`src/rtl/pll_config_regs.vh`:
```
// Register offsets, field positions, reset values and decodes of the loop configuration group.
`ifndef PLL_CONFIG_REGS_VH
`define PLL_CONFIG_REGS_VH
`define ADDR_W 10
`define OFF_USER_VERSION_TAG_LOW 10'h005
`define OFF_USER_VERSION_TAG_HIGH 10'h006
`define OFF_LOOP_CONTROL 10'h010
`define OFF_REF_DIVIDER_LOW 10'h011
`define OFF_REF_DIVIDER_HIGH 10'h012
`define OFF_FEEDBACK_A_COUNT 10'h013
`define RST_USER_VERSION_TAG 8'h00
`define RST_LOOP_CONTROL 8'h7D
`define RST_REF_DIVIDER_LOW 8'h01
`define RST_REF_DIVIDER_HIGH 6'h00
`define RST_FEEDBACK_A_COUNT 6'h00
`define POLARITY_BIT 7
`define PUMP_CUR_MSB 6
`define PUMP_CUR_LSB 4
`define PUMP_MODE_MSB 3
`define PUMP_MODE_LSB 2
`define LOOP_PD_MSB 1
`define LOOP_PD_LSB 0
`define PUMP_MODE_HIGH_Z 2'h0
`define PUMP_MODE_SOURCE 2'h1
`define PUMP_MODE_SINK 2'h2
`define PUMP_MODE_NORMAL 2'h3
`define LOOP_PD_NORMAL 2'h0
`define LOOP_PD_ASYNC 2'h1
`define LOOP_PD_UNUSED 2'h2
`define LOOP_PD_SYNC 2'h3
`endif
```
`src/rtl/config_byte.v`:
```
// One configuration register, WIDTH bits wide (8 by default), with a per-register reset value.
`timescale 1ns/1ns
module config_byte #(
   parameter WIDTH = 8,
   parameter [WIDTH-1:0] RESET_VALUE = {WIDTH{1'b0}}
) (
   input wire core_clk,
   input wire clear,
   input wire load,
   input wire [WIDTH-1:0] wr_data,
   output reg [WIDTH-1:0] value_reg
);
   always @(posedge core_clk) begin
      if (clear) begin
         value_reg <= RESET_VALUE;
      end else if (load) begin
         value_reg <= wr_data;
      end
   end
endmodule

```
`src/rtl/pll_config_registers.v`:
```
// Loop configuration register group behind the serial control port.
//
// Functional notes
// - Two bytes hold inert 16-bit version tag.
// - Bit 7 selects phase detector polarity.
// - Bits 6:4 pick pump current, 0.6-4.8 mA.
// - Bits 3:2 select pump mode, normal default.
// - Bits 1:0 select loop power-down, async default.
// - Fourteen-bit reference divider split over two registers.
// - Six-bit feedback A count in own register.
`timescale 1ns/1ns
`include "pll_config_regs.vh"
module pll_config_registers (
   input wire core_clk,
   input wire rst,
   input wire soft_reset,
   input wire wr_en,
   input wire [`ADDR_W-1:0] wr_addr,
   input wire [7:0] wr_data,
   input wire [`ADDR_W-1:0] rd_addr,
   output reg [7:0] rd_data,
   output reg rd_hit,
   output wire [15:0] user_version_tag,
   output wire phase_detector_invert,
   output wire [2:0] charge_pump_current,
   output wire [5:0] charge_pump_current_ua_div100,
   output wire [1:0] charge_pump_mode,
   output wire charge_pump_high_z,
   output wire charge_pump_force_source,
   output wire charge_pump_force_sink,
   output wire loop_power_down,
   output wire loop_power_down_sync,
   output wire loop_running,
   output wire [13:0] ref_divider,
   output wire [5:0] feedback_a_count
);
   // ==========================================================
   // Register storage
   wire clear;
   wire [7:0] tag_low;
   wire [7:0] tag_high;
   wire [7:0] loop_control_reg;
   wire [7:0] ref_low;
   wire [5:0] ref_high;
   wire [5:0] a_count;
   assign clear = rst | soft_reset;

   config_byte #(.WIDTH(8), .RESET_VALUE(`RST_USER_VERSION_TAG)) u_tag_low (
      .core_clk(core_clk),
      .clear(clear),
      .load(wr_en && wr_addr == `OFF_USER_VERSION_TAG_LOW),
      .wr_data(wr_data),
      .value_reg(tag_low)
   );
   config_byte #(.WIDTH(8), .RESET_VALUE(`RST_USER_VERSION_TAG)) u_tag_high (
      .core_clk(core_clk),
      .clear(clear),
      .load(wr_en && wr_addr == `OFF_USER_VERSION_TAG_HIGH),
      .wr_data(wr_data),
      .value_reg(tag_high)
   );
   config_byte #(.WIDTH(8), .RESET_VALUE(`RST_LOOP_CONTROL)) u_loop_control (
      .core_clk(core_clk),
      .clear(clear),
      .load(wr_en && wr_addr == `OFF_LOOP_CONTROL),
      .wr_data(wr_data),
      .value_reg(loop_control_reg)
   );
   config_byte #(.WIDTH(8), .RESET_VALUE(`RST_REF_DIVIDER_LOW)) u_ref_low (
      .core_clk(core_clk),
      .clear(clear),
      .load(wr_en && wr_addr == `OFF_REF_DIVIDER_LOW),
      .wr_data(wr_data),
      .value_reg(ref_low)
   );
   config_byte #(.WIDTH(6), .RESET_VALUE(`RST_REF_DIVIDER_HIGH)) u_ref_high (
      .core_clk(core_clk),
      .clear(clear),
      .load(wr_en && wr_addr == `OFF_REF_DIVIDER_HIGH),
      .wr_data(wr_data[5:0]),
      .value_reg(ref_high)
   );
   config_byte #(.WIDTH(6), .RESET_VALUE(`RST_FEEDBACK_A_COUNT)) u_a_count (
      .core_clk(core_clk),
      .clear(clear),
      .load(wr_en && wr_addr == `OFF_FEEDBACK_A_COUNT),
      .wr_data(wr_data[5:0]),
      .value_reg(a_count)
   );

   // ==========================================================
   // Field decode
   // The tag is only stored and read back; nothing else looks at it.
   assign user_version_tag = {tag_high, tag_low};
   assign phase_detector_invert = loop_control_reg[`POLARITY_BIT];
   assign charge_pump_current = loop_control_reg[`PUMP_CUR_MSB:`PUMP_CUR_LSB];
   // Current in units of 0.1 mA: 6 per step, code 0 gives 6 and code 7 gives 48.
   assign charge_pump_current_ua_div100 = 6'd6 * ({3'b000, charge_pump_current} + 6'd1);
   assign charge_pump_mode = loop_control_reg[`PUMP_MODE_MSB:`PUMP_MODE_LSB];
   assign charge_pump_high_z = charge_pump_mode == `PUMP_MODE_HIGH_Z;
   assign charge_pump_force_source = charge_pump_mode == `PUMP_MODE_SOURCE;
   assign charge_pump_force_sink = charge_pump_mode == `PUMP_MODE_SINK;
   // Any code other than normal keeps the loop stopped, the unused code included.
   assign loop_running = loop_control_reg[`LOOP_PD_MSB:`LOOP_PD_LSB] == `LOOP_PD_NORMAL;
   assign loop_power_down = ~loop_running;
   assign loop_power_down_sync =
      loop_control_reg[`LOOP_PD_MSB:`LOOP_PD_LSB] == `LOOP_PD_SYNC;
   assign ref_divider = {ref_high, ref_low};
   assign feedback_a_count = a_count;

   // ==========================================================
   // Readback
   always @(posedge core_clk) begin
      if (rst) begin
         rd_data <= 8'h00;
         rd_hit <= 1'b0;
      end else begin
         rd_hit <= 1'b1;
         if (rd_addr == `OFF_USER_VERSION_TAG_LOW) begin
            rd_data <= tag_low;
         end else if (rd_addr == `OFF_USER_VERSION_TAG_HIGH) begin
            rd_data <= tag_high;
         end else if (rd_addr == `OFF_LOOP_CONTROL) begin
            rd_data <= loop_control_reg;
         end else if (rd_addr == `OFF_REF_DIVIDER_LOW) begin
            rd_data <= ref_low;
         end else if (rd_addr == `OFF_REF_DIVIDER_HIGH) begin
            rd_data <= {2'b00, ref_high};
         end else if (rd_addr == `OFF_FEEDBACK_A_COUNT) begin
            rd_data <= {2'b00, a_count};
         end else begin
            rd_data <= 8'h00;
            rd_hit <= 1'b0;
         end
      end
   end
endmodule

```
`config.mk`:
```
export PLATFORM = sky130hd
export DESIGN_NAME = pll_config_registers
export DESIGN_NICKNAME = d
export VERILOG_FILES = /design/src/rtl/config_byte.v /design/src/rtl/pll_config_registers.v
export VERILOG_INCLUDE_DIRS = /design/src /design/src/rtl
export SDC_FILE = /design/constraint.sdc
export NUM_CORES = 1
export LEC_CHECK = 0
export ABC_AREA = 0
export BUFFER_PORTS_ARGS = -buffer_cell sky130_fd_sc_hd__buf_2
export CAP_MARGIN = 20
export CORE_MARGIN = 4
export CORE_UTILIZATION = 49
export DETAILED_ROUTE_END_ITERATION = 16
export GPL_TIMING_DRIVEN = 0
export PLACE_DENSITY_LB_ADDON = 0.25
export SLEW_MARGIN = 0
export SYNTH_ARGS = -nofsm -noshare
export SYNTH_HDL_FRONTEND = slang
export SYNTH_SLANG_ARGS = --single-unit
```
`constraint.sdc`:
```
create_clock -name core_clk -period 1.73 [get_ports core_clk]
set_input_delay 0.0865 -clock core_clk [delete_from_list [all_inputs] [get_ports core_clk]]
set_output_delay 0.0865 -clock core_clk [all_outputs]
set_load 0.02 [all_outputs]
```
==> results of run 1 <==
-- power groups by stage --
stage          logic, mW  registers [mW]  clock network (mW)
2_1_floorplan     0.0857            1.25                   0
3_3_place_gp       0.159            1.25                   0
3_5_place_dp       0.163            1.25                   0
5_1_grt            0.186            1.22               0.866
4_1_cts            0.163            1.22               0.814
6_report           0.169            1.22               0.819
-- logic make-up (layout without fill, tap and decap cells) --
| group | after synthesis | in the layout | synth area share [%] |
|---|---|---|---|
| and+or+nand+nor | 104 | 104 | 22.9 |
| adders and majority gates | 5 | 5 | 2.84 |
| AOI/OAI and AO/OA | 71 | 71 | 17.2 |
| xor gates and xnor gates | 4 | 4 | 1.42 |
| other | 1 | 1 | 0.152 |
| DFF | 53 | 53 | 42.9 |
| muxes | 13 | 13 | 5.87 |
| buffers and inverters | 37 | 143 | 6.68 |
-- layer usage --
layer | part of all wire (%) | track usage (%)
met1 | 42 | 32.5
met2 | 46 | 41.8
met3 | 9.3 | 4.99
met4 | 2.3 | 10.1
met5 | 0 | 0
-- through the flow --
stage | total power, mW | TNS [ns] | utilization, % | cells | setup WS (ns)
global route | 2.27 | -1.05 | 67.7 | 461 | -0.355
finish | 2.21 | -0.907 | 67.7 | 461 | -0.319
CTS | 2.19 | -0.647 | 67.6 | 460 | -0.254
global placement | 1.41 | -0.386 | 63.1 | 448 | -0.213
floorplan | 1.33 | -0.0388 | - | 288 | -0.0388
detailed placement | 1.41 | -0.590 | 63.1 | 448 | -0.276
-- worst max path at each step --
stage	depth (start not counted)	to	slack (ns)
after floorplan	7	charge_pump_current_ua_div100[5]	-0.04
after global placement	8	charge_pump_current_ua_div100[5]	-0.21
after detailed placement	8	charge_pump_current_ua_div100[5]	-0.28
after CTS	6	charge_pump_current_ua_div100[5]	-0.25
after global routing	7	charge_pump_current_ua_div100[5]	-0.36
final	7	charge_pump_current_ua_div100[4]	-0.32
-- cell type report --
class	count	area share [%]
clock buffer	5	2.11
sequential	53	32.8
timing repair buffer	99	15.8
clock inverter	2	1.07
buffer	22	3.34
inverter	15	1.80
tap	67	2.57
multi-input combinational	198	40.5
-- placed cells by master (no fill, tap or decap), types with 2 or more instances in the layout --
cell / Yosys / final
sky130_fd_sc_hd__o21ai_0: 37 / 37
sky130_fd_sc_hd__and2_1: 2 / 2
sky130_fd_sc_hd__nor4_1: 2 / 2
sky130_fd_sc_hd__mux2i_1: 10 / 10
sky130_fd_sc_hd__inv_1: 15 / 12
sky130_fd_sc_hd__buf_2: 3 / 94
sky130_fd_sc_hd__nor3_2: 2 / 2
sky130_fd_sc_hd__a221oi_1: 6 / 6
sky130_fd_sc_hd__mux2_2: 2 / 2
sky130_fd_sc_hd__nor2b_1: 10 / 10
sky130_fd_sc_hd__a31oi_1: 2 / 2
sky130_fd_sc_hd__o211ai_1: 5 / 5
sky130_fd_sc_hd__ha_4: 0 / 3
sky130_fd_sc_hd__and3_1: 2 / 2
sky130_fd_sc_hd__a21o_1: 7 / 7
sky130_fd_sc_hd__clkbuf_8: 0 / 5
sky130_fd_sc_hd__buf_4: 6 / 14
sky130_fd_sc_hd__dfxtp_4: 0 / 2
sky130_fd_sc_hd__dfxtp_1: 53 / 50
sky130_fd_sc_hd__nand4_1: 6 / 6
sky130_fd_sc_hd__nand3_1: 37 / 37
sky130_fd_sc_hd__inv_2: 0 / 2
sky130_fd_sc_hd__xnor2_2: 0 / 2
sky130_fd_sc_hd__nor3_1: 6 / 6
sky130_fd_sc_hd__nor2_1: 6 / 6
sky130_fd_sc_hd__nand2_1: 23 / 23
sky130_fd_sc_hd__clkbuf_1: 12 / 12
sky130_fd_sc_hd__a21oi_1: 8 / 7
-- what timing repair did --
| action | in CTS | in global routing |
|---|---|---|
| hold buffers | 0 | 0 |
| hold endpoints to repair | 0 | 0 |
| pin swaps | 8 | 5 |
| setup buffers | 5 | 1 |
| gates resized for setup | 16 | 1 |
| setup endpoints to repair | 3 | 3 |
-- critical path, stage by stage, from the launching register on --
cell	delay [ns]
sky130_fd_sc_hd__dfxtp_4	0.40
sky130_fd_sc_hd__ha_4	0.16
sky130_fd_sc_hd__xor2_4	0.21
sky130_fd_sc_hd__buf_4	0.15
sky130_fd_sc_hd__inv_2	0.03
sky130_fd_sc_hd__fa_2	0.38
sky130_fd_sc_hd__xnor2_2	0.16
sky130_fd_sc_hd__buf_4	0.17
==> reports/results.md, run 1 <==
| Group | Parameter | Value |
|:---|:---|:---|
| status | Run status | complete, but fails checks |
| status | Violated checks | negative setup slack |
| sta | Final setup skew | 0.00322 ns |
| hold path | Hold Path Origin | wr_data[2] |
| power | Clock group share of total power | 37.2% |
| floorplan | Die X | 79.0 um |
| power | Power density normalized to cell area | 676 nW/um^2 |
| synthesis | Netlist cell types | 44 |
| power | Part of the power in combinational logic | 7.7% |
| power | Max rail drop VDD | 0.545 mV |
| sta | Setup repair after global routing missed its margin | yes |
| cells and area | Growth of design area from synthesis to finish | 32.1% |
| clocking | CTS tree | built |
| drt | Average vias per placed instance | 5.75 |
| synthesis | Netlist Area Pre-Place | 2470 um^2 |
| cells and area | Design Area, Final | 3260 um^2 |
| sta | Peak clock frequency supported by timing | 488 MHz |
| sta | Final worst hold slack | 0.0147 ns |
| cells and area | Nets | 431 |
| hold path | Worst min-delay path category | in -> reg |
| drt | Post-route DRC violation count | 0 |
| placed design | Port Buffers | 93 |
| clocking | Buffer depth of the longest clock path | 2 |
| worst setup path | Reg2Reg Depth | 4 |
| hold path | Worst hold endpoint | u_loop_control.value_reg[2] |
| synthesis | Most common flop cell mapped by yosys | sky130_fd_sc_hd__dfxtp_1 |
| synthesis | Dominant cell by count in the synthesized netlist | sky130_fd_sc_hd__dfxtp_1 |
| worst setup path | End of the worst register-to-register path | rd_data[5] |
| global route | Largest net degree at the start of global routing | 16 |
| synthesis | Top cell types by occurrence after synthesis | 53 x sky130_fd_sc_hd__dfxtp_1, 37 x sky130_fd_sc_hd__nand3_1, 37 x sky130_fd_sc_hd__o21ai_0, 23 x sky130_fd_sc_hd__nand2_1, 15 x sky130_fd_sc_hd__inv_1 |
| floorplan | Full die area | 6240 um^2 |
| synthesis | Top cells by area in the synthesized netlist | sky130_fd_sc_hd__dfxtp_1 43%, sky130_fd_sc_hd__nand3_1 7.5%, sky130_fd_sc_hd__o21ai_0 7.5% |
| global route | Initial antenna violation count | 0 |
| global route | Global-route total usage across every layer | 25.4% |
| power | Leak Pwr | 1.47 nW |
| drt | DRC marker count from the first detailed-route iteration | 217 |
| worst setup path | Path type of the worst setup path | reg -> out |
| drt | Count of vias placed by the detailed router | 2,650 |
| power | Net switching power of the design | 0.506 mW |
| synthesis | Total nets after synthesis | 325 |
| sta | Min setup slack post-route | -0.319 ns |
| sta | Number of hold violations in the final report | 0 |
| synthesis | Flops & latches, synth | 53 |
| power | Sw frac | 22.9% |
| floorplan | Core Box Area | 4820 um^2 |
| power | Part of the power in registers | 55.2% |
| power | Cell internal pwr | 1.70 mW |
| floorplan | Die H | 79.0 um |
| drt | Detailed-router iteration count before antenna repair | 5 |
| clocking | Number of clock sinks | 53 |
| global route | Via count of the first global-routing pass | 2,518 |
| cells and area | Total inserted antenna cells | 0 |
| clocking | Root cell of the clock tree | sky130_fd_sc_hd__clkbuf_8 |
| clocking | Maximum level of the CTS H-tree | 2 |
| cells and area | Share of final-layout standard cells stronger than drive strength 1 | 35.3% |
| synthesis | Warnings from Yosys | 0 |
| drt | Average routed wire per standard cell | 16.7 um |
| synthesis | Syn Area/Cell | 8.58 um^2 |
| placed design | Placer congestion estimate | 0.897 |
| sta | Final Setup Violations | 3 |
| worst setup path | Maximum fanout count along the critical path | 4 |
| placed design | Detailed placer's ending HPWL | 5650 um |
| sta | Least-Margin Pin Slew | 0.609 ns |
| floorplan | I/O pin cnt | 95 |
| sta | Slew Viols, Final | 0 |
| sta | Final critical-path required period | 2.05 ns |
| worst setup path | Data required time at the worst endpoint | 1.64 ns |
| worst setup path | Reg-to-reg setup timing slack | 0.43 ns |
| global route | Global-route wire length before repair | 12,400 um |
| worst setup path | Category of the worst setup path capture point | output port |
| clocking | CTS clock-pin slew for the worst setup and hold paths | 0.09 ns |
| global route | Remaining Overflow, GRT | 0 |
| clocking | Clock buffers created by TritonCTS | 5 |
| cells and area | Multi-input combinational cell area | 1320 um^2 |
| clocking | Clock latency of the later-clocked register in the worst-skew pair | 0.30 ns |
| worst setup path | Launch point of the critical path | u_loop_control.value_reg[4] |
| worst setup path | Launch point of the worst reg-to-reg path | u_loop_control.value_reg[5] |
| floorplan | Effective utilization at floorplan | 51.3% |
| synthesis | Post-synthesis instance total | 288 |
| worst setup path | Arrival @ worst endpoint | 1.96 ns |
| synthesis | Register area share after synthesis | 42.9% |
| sta | Portion of the clock cycle consumed by the worst path in the final layout | 118% |
| hold path | Depth of the worst hold-timing path | 3 |
| job | Max cap viols | 0 |
| cells and area | FILL cells | 422 |
| worst setup path | Setup crit start kind | register |
| synthesis | Count of flip-flops with a built-in enable after synthesis | 0 |
| synthesis | Cell type contributing the most total cell area after synthesis | sky130_fd_sc_hd__dfxtp_1 |
| cells and area | Sequential cell area | 1070 um^2 |
| floorplan | Standard-cell row count | 25 |
| drt | Wirelength, routed | 7690 um |
| synthesis | Share of synthesized flip-flops with an asynchronous set or reset | 0% |
| synthesis | Fraction of synthesized cell area taken by the top area cell type | 42.9% |
| drt | Post-DRT Antenna Nets | 0 |
| sta | Remaining max-slew budget at the tightest pin | 59.4% |
| placed design | Area after detailed placement | 3040 um^2 |
(Power assumes the default switching activity.)
==> run 2: changes to the inputs <==
--- a/config.mk
+++ b/config.mk
@@ -9,7 +9,7 @@
 export ABC_AREA = 0
 export BUFFER_PORTS_ARGS = -buffer_cell sky130_fd_sc_hd__buf_2
 export CAP_MARGIN = 20
-export CORE_MARGIN = 4
+export CORE_MARGIN = 3
 export CORE_UTILIZATION = 49
 export DETAILED_ROUTE_END_ITERATION = 16
 export GPL_TIMING_DRIVEN = 0
==> run 2 against run 1 <==
Compared with the run above: utilization rose by 0.29 points; clock skew about the same; final cell count up 0.43%; the flow still finishes with violations (negative setup slack); register-to-register slack lost 0.28 ns; total power down 6.9%; worst setup slack gained 0.016 ns; count of clock-buffer cells in the layout grew 3.
==> reports/results.md, run 2 (synthesis results as in run 1) <==
| Group | Parameter | Value | Change |
|:---|:---|:---|:---|
| drt | Post-DRT Antenna Nets | 0 | unchanged |
| global route | Global-route total usage across every layer | 24.8% | -0.51 points |
| cells and area | Nets | 432 | +0.23% |
| global route | Global-route wire length before repair | 11,800 um | -5.0% |
| cells and area | Growth of design area from synthesis to finish | 31.7% |  |
| global route | Largest net degree at the start of global routing | 15 | -1 |
| sta | Setup repair after global routing missed its margin | yes |  |
| sta | Slew Viols, Final | 0 | unchanged |
| power | Overall Power | 2.05 mW | -6.9% |
| floorplan | Standard-cell row count | 25 | unchanged |
| clocking | CTS tree | built |  |
| global route | Met1 routing resource usage after global routing | 31.8% | -0.74 points |
| worst setup path | Arrival @ worst endpoint | 1.95 ns | about the same |
| worst setup path | Setup crit start kind | register |  |
| drt | Average vias per placed instance | 5.60 | -2.6% |
| placed design | Total instance count after detailed placement | 448 | unchanged |
| power | Power density normalized to cell area | 631 nW/um^2 | -6.7% |
| sta | Final Setup Violations | 3 | unchanged |
| status | Violated checks | negative setup slack |  |
| placed design | Placer congestion estimate | 0.871 | -2.9% |
| sta | Portion of the clock cycle consumed by the worst path in the final layout | 118% | -0.92 points |
| global route | GR Util met3 | 5.28% | +0.29 points |
| clocking | Buffer depth of the longest clock path | 2 | unchanged |
| floorplan | Core Box Area | 4790 um^2 | -0.65% |
| clocking | Root cell of the clock tree | sky130_fd_sc_hd__clkbuf_8 |  |
| clocking | Post-CTS Hold Fix Bufs | 0 | unchanged |
| floorplan | Full die area | 5930 um^2 | -5.0% |
| global route | Remaining Overflow, GRT | 0 | unchanged |
| power | Leak Pwr | 1.46 nW | -0.66% |
| floorplan | Effective utilization at floorplan | 51.6% | +0.34 points |
| cells and area | Most frequent cells in the layout | 93 x sky130_fd_sc_hd__buf_2, 51 x sky130_fd_sc_hd__dfxtp_1, 37 x sky130_fd_sc_hd__nand3_1, 37 x sky130_fd_sc_hd__o21ai_0, 23 x sky130_fd_sc_hd__nand2_1 |  |
| worst setup path | Path type of the worst setup path | reg -> out |  |
| drt | Average routed wire per standard cell | 15.9 um | -4.9% |
| sta | Final worst hold slack | 0.0107 ns | -0.00395 ns |
| drt | Count of vias placed by the detailed router | 2,591 | -2.2% |
| sta | Final critical-path required period | 2.03 ns | -0.0159 ns |
| drt | Wirelength, routed | 7340 um | -4.5% |
| cells and area | FILL cells | 399 | -5.5% |
| cells and area | Most common cell after layout, fill and taps aside | sky130_fd_sc_hd__buf_2 |  |
| cells and area | Share of final-layout standard cells stronger than drive strength 1 | 34.8% | -0.43 points |
| placed design | Detailed placer's ending HPWL | 5380 um | -4.7% |
| worst setup path | Category of the worst setup path capture point | output port |  |
| floorplan | I/O pin cnt | 95 | unchanged |
| floorplan | Die X | 77.0 um | -2.5% |
| floorplan | Die H | 77.0 um | -2.5% |
| sta | Peak clock frequency supported by timing | 492 MHz | +0.78% |
| hold path | Worst min-delay path category | in -> reg |  |
| cells and area | Core Util, Final | 68.0% | +0.29 points |
| sta | Final setup skew | 0.00322 ns | -0.00000181 ns |
| clocking | Clock latency of the later-clocked register in the worst-skew pair | 0.30 ns | about the same |
| worst setup path | Maximum fanout count along the critical path | 4 | unchanged |
| drt | Post-route DRC violation count | 0 | unchanged |
| clocking | Number of clock sinks | 53 | unchanged |
| sta | Number of hold violations in the final report | 0 | unchanged |
| sta | Sum of negative setup slack | -0.846 ns | +0.0607 ns |
| status | Run status | complete, but fails checks |  |
| global route | Busiest layer in global routing | met2 |  |
| sta | Remaining max-slew budget at the tightest pin | 62.0% | +2.6 points |
| sta | Least-Margin Pin Slew | 0.570 ns | -0.0384 ns |
| clocking | CTS clock-pin slew for the worst setup and hold paths | 0.09 ns | about the same |
| drt | Detailed-router iteration count before antenna repair | 5 | unchanged |
| sta | Min setup slack post-route | -0.303 ns | +0.0159 ns |
| clocking | Maximum level of the CTS H-tree | 2 | unchanged |
| global route | Routing usage on met2 | 41.6% | -0.20 points |
| job | Max cap viols | 0 | unchanged |
| placed design | Port Buffers | 93 | unchanged |
| global route | Via count of the first global-routing pass | 2,425 | -3.7% |
| drt | DRC marker count from the first detailed-route iteration | 226 | +4.1% |
| worst setup path | Data required time at the worst endpoint | 1.64 ns | about the same |
| clocking | Clock buffers created by TritonCTS | 5 | unchanged |
| global route | Initial antenna violation count | 0 | unchanged |
| cells and area | Filler-free cell count of the finished design | 463 | +0.43% |
| worst setup path | Reg-to-reg setup timing slack | 0.15 ns | -0.28 ns |
| cells and area | Total inserted antenna cells | 0 | unchanged |
| power | Max rail drop VDD | 0.388 mV | -29% |
==> run 2: area by class of cell <==
cell class                 count  area, um^2  area share [%]
timing repair buffer         100         533            16.4
buffer                        22         109            3.34
multi-input combinational    198        1320            40.6
sequential                    53        1070            32.8
inverter                      15        58.8            1.81
tap                           67        83.8            2.57
clock buffer                   8        80.1            2.46
==> run 2: metrics by stage <==
stage	area, um^2	setup WS (ns)
after floorplan	2490	-0.0388
after global placement	3040	-0.221
after detailed placement	3040	-0.252
after CTS	3240	-0.246
after global routing	3260	-0.349
final	3260	-0.303
==> run 2: metal layers <==
| metal | vias up | share of wire (%) | routed length [um] |
|---|---|---|---|
| met2 | 142 | 46 | 3410 |
| met1 | 1201 | 41 | 3030 |
| met4 | 0 | 2.2 | 165 |
| met3 | 16 | 10 | 737 |
| met5 | - | 0 | 0 |
| li1 | 1232 | - | - |
==> run 2: repair_timing <==
action / CTS / global route
pin swaps: 7 / 0
resized for setup: 20 / 0
setup endpoints to repair: 3 / 3
setup buffers: 5 / 2
cloned: 0 / 0
==> run 2: path summary, 6_finish.rpt <==
kind	start	end	depth (start not counted)
hold / removal	wr_data[3]	u_loop_control.value_reg[3]	3
setup reg to reg	u_loop_control.value_reg[5]	rd_data[5]	6
setup / recovery	u_loop_control.value_reg[4]	charge_pump_current_ua_div100[5]	7
hold reg to reg	u_ref_low.value_reg[3]	u_ref_low.value_reg[3]	2
==> run 2: where the power goes <==
part | switching [mW] | total [mW] | internal [mW]
combinational | 0.105 | 0.167 | 0.0620
sequential | 0.000172 | 1.22 | 1.22
clock | 0.382 | 0.670 | 0.288
total | 0.487 | 2.05 | 1.57
==> run 2: worst max-delay path: stages, from the launching register on <==
cell	delay, ns
sky130_fd_sc_hd__dfxtp_4	0.41
sky130_fd_sc_hd__ha_4	0.17
sky130_fd_sc_hd__xor2_4	0.21
sky130_fd_sc_hd__ha_4	0.22
sky130_fd_sc_hd__a21o_1	0.16
sky130_fd_sc_hd__a21oi_2	0.18
sky130_fd_sc_hd__xnor2_2	0.13
sky130_fd_sc_hd__buf_4	0.16
==> run 3: changes to the inputs <==
--- a/config.mk
+++ b/config.mk
@@ -13,7 +13,7 @@
 export CORE_UTILIZATION = 49
 export DETAILED_ROUTE_END_ITERATION = 16
 export GPL_TIMING_DRIVEN = 0
-export PLACE_DENSITY_LB_ADDON = 0.25
+export PLACE_DENSITY_LB_ADDON = 0.08
 export SLEW_MARGIN = 0
 export SYNTH_ARGS = -nofsm -noshare
 export SYNTH_HDL_FRONTEND = slang
==> run 3 against run 2 <==
Compared with the run above: the run still ends with negative setup slack left; utilization increased by 0.18 points; sequential power about the same; sequential cell count unchanged; hold slack got worse by 0.010 ns; cell area increased by 0.27%; wire length decreased by 0.61%; sequential share of layout area about the same; register-to-register slack improved by 0.14 ns; highest routed layer unchanged.
==> reports/results.md, run 3 (synthesis results as in run 1) <==
| Group | Parameter | Value | Change |
|:---|:---|:---|:---|
| cells and area | Nets | 431 | -0.23% |
| drt | Post-route DRC violation count | 0 | unchanged |
| sta | Final Setup Violations | 3 | unchanged |
| clocking | CTS clock-pin slew for the worst setup and hold paths | 0.09 ns | about the same |
| floorplan | Die H | 77.0 um | unchanged |
| sta | Remaining max-slew budget at the tightest pin | 64.6% | +2.6 points |
| worst setup path | Reg2Reg Depth | 5 | -1 |
| power | Overall Power | 2.15 mW | +4.7% |
| hold path | Worst min-delay path category | in -> reg |  |
| placed design | Port Buffers | 93 | unchanged |
| sta | Final critical-path required period | 1.99 ns | -0.0414 ns |
| drt | Count of vias placed by the detailed router | 2,563 | -1.1% |
| placed design | Placer congestion estimate | 0.861 | -1.1% |
| cells and area | Total inserted antenna cells | 0 | unchanged |
| clocking | Number of clock sinks | 53 | unchanged |
| power | Power density normalized to cell area | 659 nW/um^2 | +4.4% |
| cells and area | Share of final-layout standard cells stronger than drive strength 1 | 35.2% | +0.34 points |
| power | Max rail drop VDD | 0.449 mV | +16% |
| clocking | Maximum level of the CTS H-tree | 2 | unchanged |
| sta | Min setup slack post-route | -0.261 ns | +0.0414 ns |
| sta | Setup repair after global routing missed its margin | yes |  |
| floorplan | Standard-cell row count | 25 | unchanged |
| drt | DRC marker count from the first detailed-route iteration | 232 | +2.7% |
| status | Run status | complete, but fails checks |  |
| clocking | Buffer depth of the longest clock path | 2 | unchanged |
| sta | Portion of the clock cycle consumed by the worst path in the final layout | 115% | -2.4 points |
| clocking | CTS tree | built |  |
| floorplan | Die X | 77.0 um | unchanged |
| drt | Average vias per placed instance | 5.55 | -0.87% |
| clocking | Clock buffers created by TritonCTS | 5 | unchanged |
| global route | Via count of the first global-routing pass | 2,463 | +1.6% |
| worst setup path | Path type of the worst setup path | reg -> out |  |
| job | Max cap viols | 0 | unchanged |
| global route | Initial antenna violation count | 0 | unchanged |
| cells and area | Filler-free cell count of the finished design | 462 | -0.22% |
| worst setup path | Setup crit start kind | register |  |
| power | Leak Pwr | 1.47 nW | +0.71% |
| drt | Wirelength, routed | 7300 um | -0.61% |
| cells and area | Most common cell after layout, fill and taps aside | sky130_fd_sc_hd__buf_2 |  |
| sta | Number of hold violations in the final report | 0 | unchanged |
| placed design | Detailed placer's ending HPWL | 5370 um | -0.24% |
| status | Violated checks | negative setup slack |  |
| sta | Least-Margin Pin Slew | 0.532 ns | -0.0388 ns |
| drt | Average routed wire per standard cell | 15.8 um | -0.40% |
| global route | Global-route total usage across every layer | 25.2% | +0.35 points |
| sta | Slew Viols, Final | 0 | unchanged |
| clocking | Post-CTS Hold Fix Bufs | 0 | unchanged |
| worst setup path | Category of the worst setup path capture point | output port |  |
| floorplan | I/O pin cnt | 95 | unchanged |
| clocking | Clock latency of the later-clocked register in the worst-skew pair | 0.31 ns | about the same |
| hold path | Depth of the worst hold-timing path | 3 | unchanged |
| floorplan | Full die area | 5930 um^2 | unchanged |
| cells and area | Most frequent cells in the layout | 94 x sky130_fd_sc_hd__buf_2, 50 x sky130_fd_sc_hd__dfxtp_1, 37 x sky130_fd_sc_hd__nand3_1, 37 x sky130_fd_sc_hd__o21ai_0, 23 x sky130_fd_sc_hd__nand2_1 |  |
| clocking | Root cell of the clock tree | sky130_fd_sc_hd__clkbuf_8 |  |
| placed design | Post-place setup slack | -0.263 ns | -0.0109 ns |
| global route | Global-route wire length before repair | 12,100 um | +2.2% |
| worst setup path | End of the worst register-to-register path | rd_data[5] |  |
| global route | Remaining Overflow, GRT | 0 | unchanged |
| floorplan | Core Box Area | 4790 um^2 | unchanged |
| drt | Post-DRT Antenna Nets | 0 | unchanged |
| global route | Largest net degree at the start of global routing | 16 | +1 |
| cells and area | Growth of design area from synthesis to finish | 32.1% |  |
| worst setup path | Reg-to-reg setup timing slack | 0.29 ns | +0.14 ns |
| worst setup path | Data required time at the worst endpoint | 1.64 ns | about the same |
| drt | Detailed-router iteration count before antenna repair | 5 | unchanged |
| worst setup path | Arrival @ worst endpoint | 1.90 ns | -0.05 ns |
| floorplan | Effective utilization at floorplan | 51.6% | unchanged |
| sta | Final setup skew | 0.00381 ns | +0.000595 ns |
| hold path | Hold Path Origin | wr_data[2] |  |
| worst setup path | Launch point of the worst reg-to-reg path | u_loop_control.value_reg[5] |  |
| placed design | Total instance count after detailed placement | 448 | unchanged |
| hold path | Worst hold endpoint | u_loop_control.value_reg[2] |  |
| worst setup path | Maximum fanout count along the critical path | 4 | unchanged |
| sta | Peak clock frequency supported by timing | 502 MHz | +2.1% |
run 3: changes by cell type in the layout (fill, tap and decap cells not counted), sizes merged:
cell and change:
clkbuf -1, clkinv +1, buf -1
run 3: per-stage QoR:
stage / utilization, % / setup TNS, ns / hold slack [ns] / instance area, um^2
2_1_floorplan: - / -0.0388 / 0.212 / 2490
3_3_place_gp: 63.5 / -0.394 / 0.308 / 3040
3_5_place_dp: 63.5 / -0.508 / 0.320 / 3040
4_1_cts: 68.1 / -0.532 / 0.00205 / 3260
5_1_grt: 68.2 / -0.801 / 0.0282 / 3260
6_report: 68.2 / -0.593 / 0.000233 / 3260
run 3: worst max-delay path by stage:
stage | start | end | slack, ns | cells after the start
floorplan | u_loop_control.value_reg[4] | charge_pump_current_ua_div100[5] | -0.04 | 7
global placement | u_loop_control.value_reg[4] | charge_pump_current_ua_div100[5] | -0.22 | 8
detailed placement | u_loop_control.value_reg[4] | charge_pump_current_ua_div100[5] | -0.26 | 8
CTS | u_loop_control.value_reg[4] | charge_pump_current_ua_div100[5] | -0.23 | 7
global route | u_loop_control.value_reg[4] | charge_pump_current_ua_div100[5] | -0.32 | 7
finish | u_loop_control.value_reg[4] | charge_pump_current_ua_div100[5] | -0.26 | 8
run 3: routing by layer:
metal	wire [um]	vias up	track usage, %
li1	-	1231	-
met1	3100	1207	33.6
met2	3500	116	41.6
met3	620	9	4.81
met4	80	0	7.47
met5	0	-	0
run 3: final cells by class:
class / count / area, um^2
Fill cell: 415 / 1520
Multi-Input combinational cell: 198 / 1320
Sequential cell: 53 / 1070
Timing Repair Buffer: 99 / 519
Buffer: 22 / 109
Clock buffer: 7 / 96.3
Tap cell: 67 / 83.8
Inverter: 15 / 58.8
Clock inverter: 1 / 5.00
run 3: worst max-delay path, cell delays in order (launching register included):
cell and delay [ns]:
sky130_fd_sc_hd__dfxtp_4 0.40, sky130_fd_sc_hd__inv_4 0.05, sky130_fd_sc_hd__ha_4 0.27, sky130_fd_sc_hd__inv_2 0.04, sky130_fd_sc_hd__ha_4 0.22, sky130_fd_sc_hd__a21o_1 0.15, sky130_fd_sc_hd__a21oi_2 0.17, sky130_fd_sc_hd__xnor2_2 0.14
sky130_fd_sc_hd__buf_6 0.14
run 3: repair_timing:
item | 4_1_cts | 5_1_grt
resized for setup | 16 | 1
buffers inserted | 6 | 0
endpoints found under the hold margin | 0 | 0
pin swaps | 7 | 0
endpoints found under the setup margin | 3 | 3
run 3: power breakdown:
| group | internal, mW | leakage [nW] | switching (mW) | total (mW) |
|---|---|---|---|---|
| clock network | 0.363 | 0.0542 | 0.403 | 0.766 |
| logic | 0.0619 | 0.993 | 0.105 | 0.167 |
| registers | 1.22 | 0.426 | 0.000170 | 1.22 |
| total | 1.64 | 1.47 | 0.509 | 2.15 |
